File: config.mk
export PLATFORM = sky130hd
export DESIGN_NAME = ile_ctrl
export DESIGN_NICKNAME = d
export VERILOG_FILES = /design/src/core/ile_pkg.sv /design/src/core/ile_ctrl.sv /design/src/core/ile_latch_bank.sv /design/src/core/ile_prio_pick.sv
export SDC_FILE = /design/constraint.sdc
export NUM_CORES = 1
export LEC_CHECK = 0
export ABC_CLOCK_PERIOD_IN_PS = 2700
export BUFFER_PORTS_ARGS = -buffer_cell sky130_fd_sc_hd__buf_2
export CAP_MARGIN = 10
export CORE_UTILIZATION = 45
export CTS_BUF_LIST = sky130_fd_sc_hd__clkbuf_2
export DETAILED_ROUTE_END_ITERATION = 6
export HOLD_SLACK_MARGIN = 0.06
export PLACE_DENSITY = 0.71
export SLEW_MARGIN = 0
export SYNTH_ARGS = -nofsm -noshare
export SYNTH_HDL_FRONTEND = slang
export SYNTH_SLANG_ARGS = --single-unit
File: constraint.sdc
create_clock -name pclk -period 2.7 [get_ports pclk]
set_clock_uncertainty 0.2 [all_clocks]
set_input_delay 0 -clock pclk [delete_from_list [all_inputs] [get_ports pclk]]
set_output_delay 0 -clock pclk [all_outputs]
set_load 0.02 [all_outputs]
File: src/core/ile_pkg.sv
// constants, register map and state type of the interrupt latch/enable sequencer
// assumes a 10 MHz pclk and an APB master with 32-bit data
package ile_pkg;
    // register indices; byte address is four times the index
    localparam logic [7:0] IDX_EN_EXT    = 8'h2C;
    localparam logic [7:0] IDX_PEND_EXT  = 8'h2E;
    localparam logic [7:0] IDX_EN_LOW    = 8'h3A;
    localparam logic [7:0] IDX_EN_HIGH   = 8'h3B;
    localparam logic [7:0] IDX_PEND_LOW  = 8'h3C;
    localparam logic [7:0] IDX_PEND_HIGH = 8'h3D;
    localparam int         IMF_BIT       = 0;
    // source numbers; 0 and 1 have no latch
    localparam logic [4:0] SRC_UNDEF     = 5'h00;
    localparam logic [4:0] SRC_SWI       = 5'h01;
    localparam logic [4:0] SRC_FIRST_IL  = 5'h02;
    localparam logic [4:0] SRC_FIRST_EF  = 5'h04;
    localparam logic [4:0] SRC_BANK2     = 5'h10;
    localparam logic [15:0] VEC_TOP      = 16'hFFFE;
    localparam logic [15:0] VEC_BANK2    = 16'hFFDE;
    // reset values
    localparam logic        RST_IMF      = 1'b0;
    localparam logic [19:0] RST_EF       = 20'h00000;
    localparam logic [21:0] RST_LATCH    = 22'h000000;
    // acceptance timing in clocks
    localparam int          MC_CLKS      = 4;
    localparam int          ACC_MC       = 8;
    localparam int          ACC_CLKS     = MC_CLKS * ACC_MC;
    localparam int          LAT_MAX_CLKS = 38;
    localparam logic [4:0]  CNT_PUSH_PSW = 5'(2 * MC_CLKS - 1);
    localparam logic [4:0]  CNT_PUSH_PCH = 5'(3 * MC_CLKS - 1);
    localparam logic [4:0]  CNT_PUSH_PCL = 5'(4 * MC_CLKS - 1);
    localparam logic [4:0]  CNT_VEC_RD   = 5'(5 * MC_CLKS - 1);
    localparam logic [4:0]  CNT_VEC_TAKE = 5'(5 * MC_CLKS + 1);
    localparam logic [4:0]  CNT_LOAD     = 5'(ACC_CLKS - 2);
    localparam logic [4:0]  CNT_LAST     = 5'(ACC_CLKS - 1);
    localparam logic [15:0] SP_PUSHES    = 16'h0003;

    typedef enum logic [1:0] {
        ILE_IDLE   = 2'b00,
        ILE_STACK  = 2'b01,
        ILE_VECTOR = 2'b10
    } ile_state_t;

    function automatic logic [15:0] ile_vector_of(input logic [4:0] n);
        logic [15:0] off;
        off = {10'h000, n, 1'b0};
        // both unlatched sources share one slot
        if (n == SRC_SWI || n == SRC_UNDEF)
            return VEC_TOP - 16'h0002;
        else if (n >= SRC_BANK2)
            return VEC_BANK2 - off;
        else
            return VEC_TOP - off;
    endfunction
endpackage

File: src/core/ile_ctrl.sv
// interrupt latch/enable control with APB registers and acceptance sequencer
// assumes cpu strobes and request lines are synchronous to pclk
//
// Design decision made here: the APB register port.
`timescale 1ns/1ps
module ile_ctrl
    import ile_pkg::*;
(
    input  wire logic        pclk,
    input  wire logic        presetn,
    input  wire logic        psel,
    input  wire logic        penable,
    input  wire logic        pwrite,
    input  wire logic [9:0]  paddr,
    input  wire logic [31:0] pwdata,
    output logic      [31:0] prdata,
    output logic             pready,
    output logic             pslverr,
    input  wire logic [23:2] src_req,
    input  wire logic        swi_req,
    input  wire logic        undef_req,
    input  wire logic        instr_done,
    input  wire logic        master_set_instr,
    input  wire logic        master_clear_instr,
    input  wire logic        maskable_return_instr,
    input  wire logic        nonmaskable_return_instr,
    input  wire logic        ret_imf,
    input  wire logic [15:0] cpu_pc,
    input  wire logic [15:0] cpu_sp,
    input  wire logic [6:0]  cpu_psw,
    input  wire logic [15:0] vec_rdata,
    output logic             irq_req,
    output logic             acc_busy,
    output logic             stk_wr,
    output logic      [15:0] stk_addr,
    output logic      [7:0]  stk_wdata,
    output logic             vec_rd,
    output logic      [15:0] vec_addr,
    output logic             pc_load,
    output logic      [15:0] pc_value,
    output logic             sp_load,
    output logic      [15:0] sp_value
);
    typedef struct packed {
        ile_state_t  st;
        logic [4:0]  cnt;
        logic        master_enable_flag;
        logic [23:4] ef;
        logic [4:0]  sel;
        logic        sav_imf;
        logic [15:0] sp;
        logic [15:0] pc;
        logic [6:0]  program_status_word;
        logic        stk_wr;
        logic [15:0] stk_addr;
        logic [7:0]  stk_wdata;
        logic        vec_rd;
        logic [15:0] vec_addr;
        logic        pc_load;
        logic        sp_load;
        logic [31:0] prdata;
        logic        pslverr;
    } ile_ctrl_t;

    ile_ctrl_t r;
    ile_ctrl_t next_r;

    logic [23:2] latch;
    logic [23:2] sw_clr;
    logic [23:2] acc_clr;
    logic [23:0] cand;
    logic [23:0] lat24;
    logic [23:0] ef24;
    logic [23:0] wz;
    logic        found;
    logic [4:0]  pick;
    logic        accept;
    logic        setup;
    logic        wr;

    function automatic logic is_reg(input logic [9:0] a);
        return a[1:0] == 2'b00 && (a[9:2] == IDX_EN_EXT || a[9:2] == IDX_PEND_EXT ||
               a[9:2] == IDX_EN_LOW || a[9:2] == IDX_EN_HIGH ||
               a[9:2] == IDX_PEND_LOW || a[9:2] == IDX_PEND_HIGH);
    endfunction

    assign lat24 = {latch, 2'b00};
    assign ef24  = {r.ef, 4'h0};
    assign setup = psel && !penable;
    assign wr    = psel && penable && pwrite && is_reg(paddr);

    // non-maskables bypass every enable; maskables need the master flag too
    assign cand[1:0]  = {swi_req, undef_req};
    assign cand[3:2]  = latch[3:2];
    assign cand[23:4] = latch[23:4] & r.ef & {20{r.master_enable_flag}};
    assign irq_req    = |cand;

    ile_prio_pick u_pick (
        .pclk  (pclk),
        .cand  (cand),
        .found (found),
        .pick  (pick)
    );

    // taken only at the instruction's final cycle
    assign accept = (r.st == ILE_IDLE) && instr_done && found;

    always_comb begin
        acc_clr = '0;
        if (accept && pick >= SRC_FIRST_IL)
            acc_clr[pick] = 1'b1;
    end

    // zero bits written to a latch byte clear; ones do nothing
    always_comb begin
        wz = '0;
        if (wr) begin
            case (paddr[9:2])
                IDX_PEND_LOW:  wz[7:0]   = ~pwdata[7:0];
                IDX_PEND_HIGH: wz[15:8]  = ~pwdata[7:0];
                IDX_PEND_EXT:  wz[23:16] = ~pwdata[7:0];
                default:       wz        = '0;
            endcase
        end
    end
    assign sw_clr = wz[23:2];

    ile_latch_bank u_bank (
        .pclk    (pclk),
        .presetn (presetn),
        .req_set (src_req),
        .sw_clr  (sw_clr),
        .acc_clr (acc_clr),
        .latch   (latch)
    );

    always_comb begin
        next_r         = r;
        next_r.stk_wr  = 1'b0;
        next_r.vec_rd  = 1'b0;
        next_r.pc_load = 1'b0;
        next_r.sp_load = 1'b0;

        // read data captured in the setup cycle, so access needs no wait
        if (setup) begin
            next_r.pslverr = !is_reg(paddr);
            case (paddr[9:2])
                IDX_PEND_LOW:  next_r.prdata = {24'h000000, lat24[7:0]};
                IDX_PEND_HIGH: next_r.prdata = {24'h000000, lat24[15:8]};
                IDX_PEND_EXT:  next_r.prdata = {24'h000000, lat24[23:16]};
                IDX_EN_LOW:    next_r.prdata = {24'h000000, ef24[7:1], r.master_enable_flag};
                IDX_EN_HIGH:   next_r.prdata = {24'h000000, ef24[15:8]};
                IDX_EN_EXT:    next_r.prdata = {24'h000000, ef24[23:16]};
                default:       next_r.prdata = 32'h00000000;
            endcase
        end

        if (wr) begin
            case (paddr[9:2])
                IDX_EN_LOW: begin
                    next_r.ef[7:4] = pwdata[7:4];
                    next_r.master_enable_flag     = pwdata[IMF_BIT];
                end
                IDX_EN_HIGH: next_r.ef[15:8]  = pwdata[7:0];
                IDX_EN_EXT:  next_r.ef[23:16] = pwdata[7:0];
                default:     next_r.ef        = r.ef;
            endcase
        end

        // later sources of change override earlier ones
        if (master_set_instr)
            next_r.master_enable_flag = 1'b1;
        if (master_clear_instr)
            next_r.master_enable_flag = 1'b0;
        if (maskable_return_instr || nonmaskable_return_instr)
            next_r.master_enable_flag = ret_imf;

        case (r.st)
            ILE_IDLE: begin
                next_r.cnt = 5'h00;
                if (accept) begin
                    next_r.st      = ILE_STACK;
                    next_r.sel     = pick;
                    next_r.sav_imf = r.master_enable_flag;
                    next_r.master_enable_flag     = 1'b0;
                    next_r.sp      = cpu_sp;
                    next_r.pc      = cpu_pc;
                    next_r.program_status_word     = cpu_psw;
                end
            end
            ILE_STACK: begin
                next_r.cnt = r.cnt + 5'h01;
                if (r.cnt == CNT_PUSH_PSW) begin
                    next_r.stk_wr    = 1'b1;
                    next_r.stk_addr  = r.sp;
                    next_r.stk_wdata = {r.program_status_word, r.sav_imf};
                end
                if (r.cnt == CNT_PUSH_PCH) begin
                    next_r.stk_wr    = 1'b1;
                    next_r.stk_addr  = r.sp - 16'h0001;
                    next_r.stk_wdata = r.pc[15:8];
                end
                if (r.cnt == CNT_PUSH_PCL) begin
                    next_r.stk_wr    = 1'b1;
                    next_r.stk_addr  = r.sp - 16'h0002;
                    next_r.stk_wdata = r.pc[7:0];
                end
                if (r.cnt == CNT_VEC_RD) begin
                    next_r.st       = ILE_VECTOR;
                    next_r.vec_rd   = 1'b1;
                    next_r.vec_addr = ile_vector_of(r.sel);
                end
            end
            ILE_VECTOR: begin
                next_r.cnt = r.cnt + 5'h01;
                if (r.cnt == CNT_VEC_TAKE)
                    next_r.pc = vec_rdata;
                if (r.cnt == CNT_LOAD) begin
                    next_r.pc_load = 1'b1;
                    next_r.sp_load = 1'b1;
                    next_r.sp      = r.sp - SP_PUSHES;
                end
                if (r.cnt == CNT_LAST)
                    next_r.st = ILE_IDLE;
            end
            default: next_r.st = ILE_IDLE;
        endcase
    end

    always_ff @(posedge pclk or negedge presetn) begin
        if (!presetn) begin
            r     <= '0;
            r.st  <= ILE_IDLE;
            r.master_enable_flag <= RST_IMF;
            r.ef  <= RST_EF;
        end else begin
            r <= next_r;
        end
    end

    assign prdata    = r.prdata;
    assign pready    = 1'b1;
    assign pslverr   = r.pslverr && psel && penable;
    assign acc_busy  = r.st != ILE_IDLE;
    assign stk_wr    = r.stk_wr;
    assign stk_addr  = r.stk_addr;
    assign stk_wdata = r.stk_wdata;
    assign vec_rd    = r.vec_rd;
    assign vec_addr  = r.vec_addr;
    assign pc_load   = r.pc_load;
    assign pc_value  = r.pc;
    assign sp_load   = r.sp_load;
    assign sp_value  = r.sp;

    property p_imf_saved_cleared;
        @(posedge pclk) disable iff (!presetn)
        accept |=> (!r.master_enable_flag && r.sav_imf == $past(r.master_enable_flag));
    endproperty
    a_imf_saved_cleared: assert property (p_imf_saved_cleared)
        else $error("master flag not saved and cleared at acceptance");

    property p_masked_blocked;
        @(posedge pclk) disable iff (!presetn)
        (!r.master_enable_flag && cand[3:0] == 4'h0) |-> !accept;
    endproperty
    a_masked_blocked: assert property (p_masked_blocked)
        else $error("maskable source accepted with master flag clear");

    property p_seq_len;
        @(posedge pclk) disable iff (!presetn)
        $rose(acc_busy) |-> ##31 (pc_load && sp_load) ##1 !acc_busy;
    endproperty
    a_seq_len: assert property (p_seq_len)
        else $error("acceptance not eight machine cycles");

    property p_push_order;
        @(posedge pclk) disable iff (!presetn)
        $rose(acc_busy) |-> ##8 (stk_wr && stk_addr == r.sp) ##4
            (stk_wr && stk_addr == r.sp - 16'h0001) ##4
            (stk_wr && stk_addr == r.sp - 16'h0002 && stk_wdata == r.pc[7:0]);
    endproperty
    a_push_order: assert property (p_push_order)
        else $error("stack pushes out of order");

    property p_vector;
        @(posedge pclk) disable iff (!presetn)
        vec_rd |-> (vec_addr == ile_vector_of(r.sel)) ##11 (pc_load && pc_value == $past(vec_rdata, 10));
    endproperty
    a_vector: assert property (p_vector)
        else $error("vector address or loaded pc wrong");

    property p_latch_taken;
        @(posedge pclk) disable iff (!presetn)
        (accept && pick >= SRC_FIRST_IL && !src_req[pick]) |=> !lat24[$past(pick)];
    endproperty
    a_latch_taken: assert property (p_latch_taken)
        else $error("accepted latch not cleared");

    property p_accept_start;
        @(posedge pclk) disable iff (!presetn)
        (!acc_busy && instr_done && irq_req) |=> acc_busy;
    endproperty
    a_accept_start: assert property (p_accept_start)
        else $error("pending request not taken at instruction end");

    property p_nm_ungated;
        @(posedge pclk) disable iff (!presetn)
        (latch[3:2] != 2'b00) |-> irq_req;
    endproperty
    a_nm_ungated: assert property (p_nm_ungated)
        else $error("non-maskable latch does not request service");

    property p_return_imf;
        @(posedge pclk) disable iff (!presetn)
        ((maskable_return_instr || nonmaskable_return_instr) && !accept)
            |=> (r.master_enable_flag == $past(ret_imf));
    endproperty
    a_return_imf: assert property (p_return_imf)
        else $error("return did not reload the master flag");

    property p_sp_moved;
        @(posedge pclk) disable iff (!presetn)
        $rose(acc_busy) |-> ##31 (sp_value == $past(cpu_sp, 32) - SP_PUSHES);
    endproperty
    a_sp_moved: assert property (p_sp_moved)
        else $error("stack pointer not lowered by three");
endmodule

File: src/core/ile_latch_bank.sv
// pending latches for request lines 2 to 23
// assumes requests and clears come from logic on pclk
`timescale 1ns/1ps
module ile_latch_bank
    import ile_pkg::*;
(
    input  wire logic        pclk,
    input  wire logic        presetn,
    input  wire logic [23:2] req_set,
    input  wire logic [23:2] sw_clr,
    input  wire logic [23:2] acc_clr,
    output logic      [23:2] latch
);
    typedef struct packed {
        logic [23:2] lat;
    } ile_bank_t;

    ile_bank_t r;
    ile_bank_t next_r;

    always_comb begin
        next_r = r;
        // a request in the same cycle as any clear keeps the latch set
        next_r.lat = (r.lat & ~sw_clr & ~acc_clr) | req_set;
    end

    always_ff @(posedge pclk or negedge presetn) begin
        if (!presetn)
            r <= '{lat: RST_LATCH};
        else
            r <= next_r;
    end

    assign latch = r.lat;

    property p_set_wins;
        @(posedge pclk) disable iff (!presetn)
        (req_set != '0) |=> ((latch & $past(req_set)) == $past(req_set));
    endproperty
    a_set_wins: assert property (p_set_wins)
        else $error("requested latch not set");

    property p_no_sw_set;
        @(posedge pclk) disable iff (!presetn)
        ##1 ((latch & ~$past(latch) & ~$past(req_set)) == '0);
    endproperty
    a_no_sw_set: assert property (p_no_sw_set)
        else $error("latch set without a request");
endmodule

File: src/core/ile_prio_pick.sv
// fixed priority pick: lowest source number wins
// assumes candidates are already gated by the enables
`timescale 1ns/1ps
module ile_prio_pick
    import ile_pkg::*;
(
    input  wire logic        pclk,
    input  wire logic [23:0] cand,
    output logic             found,
    output logic      [4:0]  pick
);
    always_comb begin
        found = 1'b0;
        pick  = 5'h00;
        for (int i = 23; i >= 0; i--) begin
            if (cand[i]) begin
                found = 1'b1;
                pick  = 5'(i);
            end
        end
    end

    property p_pick_valid;
        @(posedge pclk) found |-> cand[pick];
    endproperty
    a_pick_valid: assert property (p_pick_valid)
        else $error("picked source not a candidate");
endmodule

---- After elaboration in Yosys (flattened, before gate mapping) ----
Cells that the tools add are included.
cells by class
  magnitude comparators ................... 4
  $mul .................................... 0
  reductions and logical operators ........ 38
  eq/ne operators ......................... 21
  shift-type cells ........................ 0
  divide/modulo/power cells ............... 0
  bitwise logic cells ..................... 8
  multiplexer cells ....................... 84
  $add $sub $neg .......................... 6
operators with widths
  cell                                                number
  two-way mux 5 bit                                   24
  two-way mux 25 bit                                  3
  two-way mux 16 bit                                  4
  case mux 32 bit (2 select lines)                    1
  == test 8 x 6 -> 1 bit, second input constant       6
  case mux 8 bit (6 select lines)                     1
  bitwise AND 22 bit                                  2
  inverter 22 bit                                     2
  two-way mux 42 bit                                  1
  bitwise AND 20 bit                                  2
  two-way mux 8 bit                                   5
  two-way mux 39 bit                                  1
  subtractor 16 x 2 -> 16 bit, second input constant  2
  two-way mux 1 bit                                   31
  two-way mux 24 bit                                  1
  OR reduction 24 bit                                 1
  two-way mux 22 bit                                  1
  OR 22 bit                                           1
  two-way mux 21 bit                                  1
  == test 5 bit, second input constant                4
  two-way mux 17 bit                                  1
  subtractor 16 x 1 -> 16 bit, second input constant  1
  AND reduction 2 bit                                 6
  logical AND 1 bit                                   11
  other kinds (27)                                    48
word-level totals
  output and inout bits ................... 112
  flip-flop bits (word level) ............. 172
  bits in read-only memories .............. 0
  bits of input ports ..................... 132
  logic and storage cells ................. 182
  memories kept ........................... 0
  bits in latches ......................... 0
  memory bits (writable) .................. 0

---- Depth between registers and ports, before layout ----
  word-level depth ........................ 34
  depth in mapped cells ................... 9
  mapped depth without buffers ............ 8

---- Modules after synthesis ----
From an unflattened synthesis, not the netlist that was laid out.
unflattened totals
  cell total of the unflattened synthesis .. 1010
  area total of the unflattened synthesis .. 8787.2 um^2
modules (own cells, without submodules)
  module          cells an instance  area each (um^2)  instances
  ile_ctrl        897                7697.4            1
  ile_latch_bank  66                 798.3             1
  ile_prio_pick   47                 291.5             1

---- Least setup slack after synthesis ----
No wires, ideal clock.
  path type ............................... flip-flop to flip-flop
  start point ............................. register u_bank.r, in the netlist u_bank.latch[17]
  end point ............................... register r[148] (netlist bit)
  data arrival time ....................... 2.097 ns
  cell stages (with the launch flop) ...... 8
  required time ........................... 2.375 ns
  slack ................................... 0.278 ns
  clock period less this slack ............ 2.422 ns
  path through ............................ dfrtp_1 a22o_1 o41ai_4 and4_4 inv_2 a21o_1 o211ai_2 mux2_2
between the ends
  word-level cells in the longest chain between the ends .. 23
RTL lines
  what                                    line                  source
  start: declaration                      ile_latch_bank.sv:18  ile_bank_t r;
  start signal: assignment                ile_latch_bank.sv:29  r <= '{lat: RST_LATCH};
  start signal: assignment                ile_latch_bank.sv:31  r <= next_r;
  bitwise AND 20 bit (2 in a row)         ile_ctrl.sv:95        assign cand[23:4] = latch[23:4] & r.ef & {20{r.master_enable_flag}};
  two-way mux 1 bit (18 in a row)         ile_prio_pick.sv:16   if (cand[i]) begin
  logical AND 1 bit                       ile_ctrl.sv:106       assign accept = (r.st == ILE_IDLE) && instr_done && found;
  inequality test 2 bit (no source line)  -
  AND reduction 3 bit (no source line)    -
  end signal: assignment                  ile_ctrl.sv:237       r <= next_r;
  end: declaration                        ile_ctrl.sv:65        ile_ctrl_t r;
No other way between the ends.
A chain may end at the register's enable or synchronous reset.

---- Worst setup path in the final report ----
  start point ............................. register r, in the netlist ef24[12]
  end point ............................... register r, in the netlist sp_value[1]
between the ends
  word-level cells in the longest chain between the ends .. 18
RTL lines
  what                                    line
  bitwise AND 20 bit (2 in a row)         ile_ctrl.sv:95
  two-way mux 1 bit (13 in a row)         ile_prio_pick.sv:16
  logical AND 1 bit                       ile_ctrl.sv:106
  inequality test 2 bit (no source line)  -
  AND reduction 3 bit (no source line)    -
No other way between the ends.

==> results.yml <==
placement:
  io_buffers: 193
  dp.cells: 1330
  dp_hpwl_mm: 18.38
  gp_congestion: 0.9624
  placed_cell_area_um2: 9597
drt:
  vias: 9418
  drt_iter0_markers: 797
  dr.pass1.iters: 6
  routed_wl_mm: 31.63
  wl_per_cell_um: 19.53
  drcViolationCount: 0
  ant_nets: 0
  via_per_inst: 5.814
global_routing:
  grt_max_degree: 66
  antenna_found_initial: 1
  grt_use_total_pct: 32.08
  grt_pass1_vias: 9329
  overflow: 0
  grt_pass1_wl_mm: 49.41
hold_path:
  hold_path_class: "primary input to register"
final_layout:
  fin_util_pct: 66.72
  multi_input_area_um2: 4299
  register_area_um2: 3458
  design_area_um2: 12520
  syn_to_final_growth_pct: 44.58
  stdcell_count: 1620
  fillers: 1416
  layout-drive-gt1-share_pct: 27.67
  nNetsFinal: 1518
logic_synthesis:
  synthCells: 960
  synthesis.area_um2: 8661
  ys_ff_latch: 138
  yosysSeqAreaShare_pct: 39.87
  synth_commonest_cells: "138 x dfrtp_1, 107 x buf_4, 103 x o21ai_0, 101 x nand2_1, 54 x a21oi_1"
  ys_types: 83
  yosysTopAreaCell: "dfrtp_1"
  ys.flop_type: "dfrtp_1"
  synth-async-reset-ratio_pct: 100.0
  synth.area.top_cells: "dfrtp_1 40%, buf_4 9.3%, o21ai_0 6.0%"
  synth.top_cell.area_share_pct: 39.87
  syn_area_per_cell_um2: 9.022
  yosys.cell_count.top_type: "dfrtp_1"
  yosys_warnings: 0
  synth-edff-count: 0
clock_network:
  cts_tree: "done"
  root_buffer: "clkbuf_2"
  cts.sinks: 138
  clock_path_buffers: 2
  clkTransAtPathRegs_ns: 0.21
  cts_inserted_buffers: 17
  insertion_delay_ns: 0.72
  h-tree-depth: 4
floorplanning:
  start_util_pct: 46.15
  rows: 50
  die_w_um: 140.7
  core-area_um2: 18770
  die_y_um: 140.7
  die_area_um2: 19800
  boundaryPins: 244
power_and_ir_drop:
  p_leak_nw: 5.796
  irDropWorstVdd_mv: 0.4581
  total_power_mw: 7.198
  p_per_area_nw_per_um2: 574.8
run:
  maxCapViolCount: 0
sta:
  setup_ws_ns: -0.02515
  hold_viol: 0
  max_clock_freq_mhz: 367.0
  hold-worst-slack_ns: 0.1391
  tightest_slew_ns: 1.208
  finalSetupViolCount: 3
  rsz0062_at_grt: "true"
  fin_crit_ns: 2.725
  finalCritPeriodShare_pct: 100.9
  finalMaxSlewViolations: 0
  slew_headroom_pct: 19.04
setup_path:
  cp_num_buf_inv: 0
  endpoint_kind: "register"
  worstPathCellList: "a22oi_1 -> a41o_1 -> and4_4 -> nor3_2 -> a21oi_1 -> a22oi_1"
  crit_family: "simple AND/OR/NAND/NOR gates"
  path_max_fanout: 11
  cpMostUsedCell: "a22oi_1"
  critical_path.startpoint_type: "register"
  arrival_ns: 3.16
  max_stage_delay_ns: 0.95
  slowest_stage: "nor3_2"
  cp.required_ns: 3.13
  critical_path_class: "register to register"
run_status:
  violations: "negative setup slack"
  status: "finished with violations"
[flip-flops by register name, summed over array words and instances (netlist names)]
name and count:
pc_load 1, stk_addr 16, ef24 20, prdata 8, vec_addr 7, stk_wr 1
vec_rd 1, u_bank.latch 22, r 22, pc_value 16, stk_wdata 8, sp_value 16
[stage by stage]
| stage | TNS, ns | worst slack (ns) |
|---|---|---|
| 2_1_floorplan | 0 | 0.2784 |
| 3_5_place_dp | 0 | 0.01512 |
| 6_report | -0.05334 | -0.02515 |
| 3_3_place_gp | 0 | 0.06836 |
| 5_1_grt | -0.3612 | -0.09035 |
| 4_1_cts | -0.001725 | -0.001725 |
[worst register-to-register path: cells and delay by family, from the launching register on]
family / cells / cell delay, ns
AOI/OAI and AO/OA: 4 / 0.83
DFF: 1 / 0.45
and+or+nand+nor: 2 / 1.17
[final cells by class]
class | count | share of cell area (%)
multi-input combinational | 672 | 34.33
clock inverter | 13 | 1.399
antenna | 2 | 0.03997
sequential | 138 | 27.62
inverter | 23 | 0.7294
timing repair buffer | 519 | 32.78
clock buffer | 19 | 0.7594
tap | 234 | 2.338
[per-layer routing]
metal | wire length (um) | track usage (%)
met1 | 12200 | 39.11
met2 | 14690 | 50.98
met3 | 2917 | 8.288
met4 | 1829 | 19.74
met5 | 0 | 0
[cells by family after synthesis]
logic type | count (synthesis) | synth area share, %
compound gates | 314 | 23.82
xor+xnor | 5 | 0.5057
fa+ha+maj | 15 | 2.167
buf+inv | 175 | 12.47
flops | 138 | 39.87
mux | 42 | 5.360
other cells | 2 | 0.08671
simple gates | 269 | 15.72
[cells in the final DEF, fill, tap and decap left out, drive strengths merged, types with 8 or more instances in the layout]
cell type	synthesis	routed
and2	8	8
dlygate4sd3	0	235
nor3	16	17
a32oi	8	8
inv	23	24
conb	2	26
o211ai	8	8
nand3	16	16
o21ai	112	112
a22o	8	8
nor2	51	51
a21oi	54	54
a31oi	14	14
clkbuf	29	20
nand2	101	101
dfrtp	138	138
nand2b	23	23
o31a	11	11
mux2	35	35
nor4	11	11
ha	15	15
buf	123	283
nand4	8	8
a22oi	34	34
o21a	8	8
[where the power goes]
group,internal [mW],switching [mW]
sequential,2.39,0.368
combinational,1.26,1.77
clock,0.609,0.808
total,4.26,2.94
[path summary, 6_finish.rpt]
path,startpoint,to,slack [ns],cells after the start
worst max-delay path,ef24[12],sp_value[1],-0.03,6
worst max register to register,ef24[12],sp_value[1],-0.03,6
min in group asynchronous,presetn,u_bank.latch[23],0.18,4
worst min-delay path,swi_req,r[119],0.14,6
max in group asynchronous,presetn,r[117],1.79,4
worst min register to register,vec_addr[5],vec_addr[5],0.29,1
[what timing repair did]
action / 4_1_cts / 5_1_grt
hold endpoints to repair: 237 / 0
setup endpoints to repair: 2 / 59
gates cloned: 0 / 2
pin swaps: 3 / 8
hold buffers: 236 / 0
gates resized for setup: 6 / 15
buffers inserted: 8 / 10
Power figures use the tool's default switching activity.
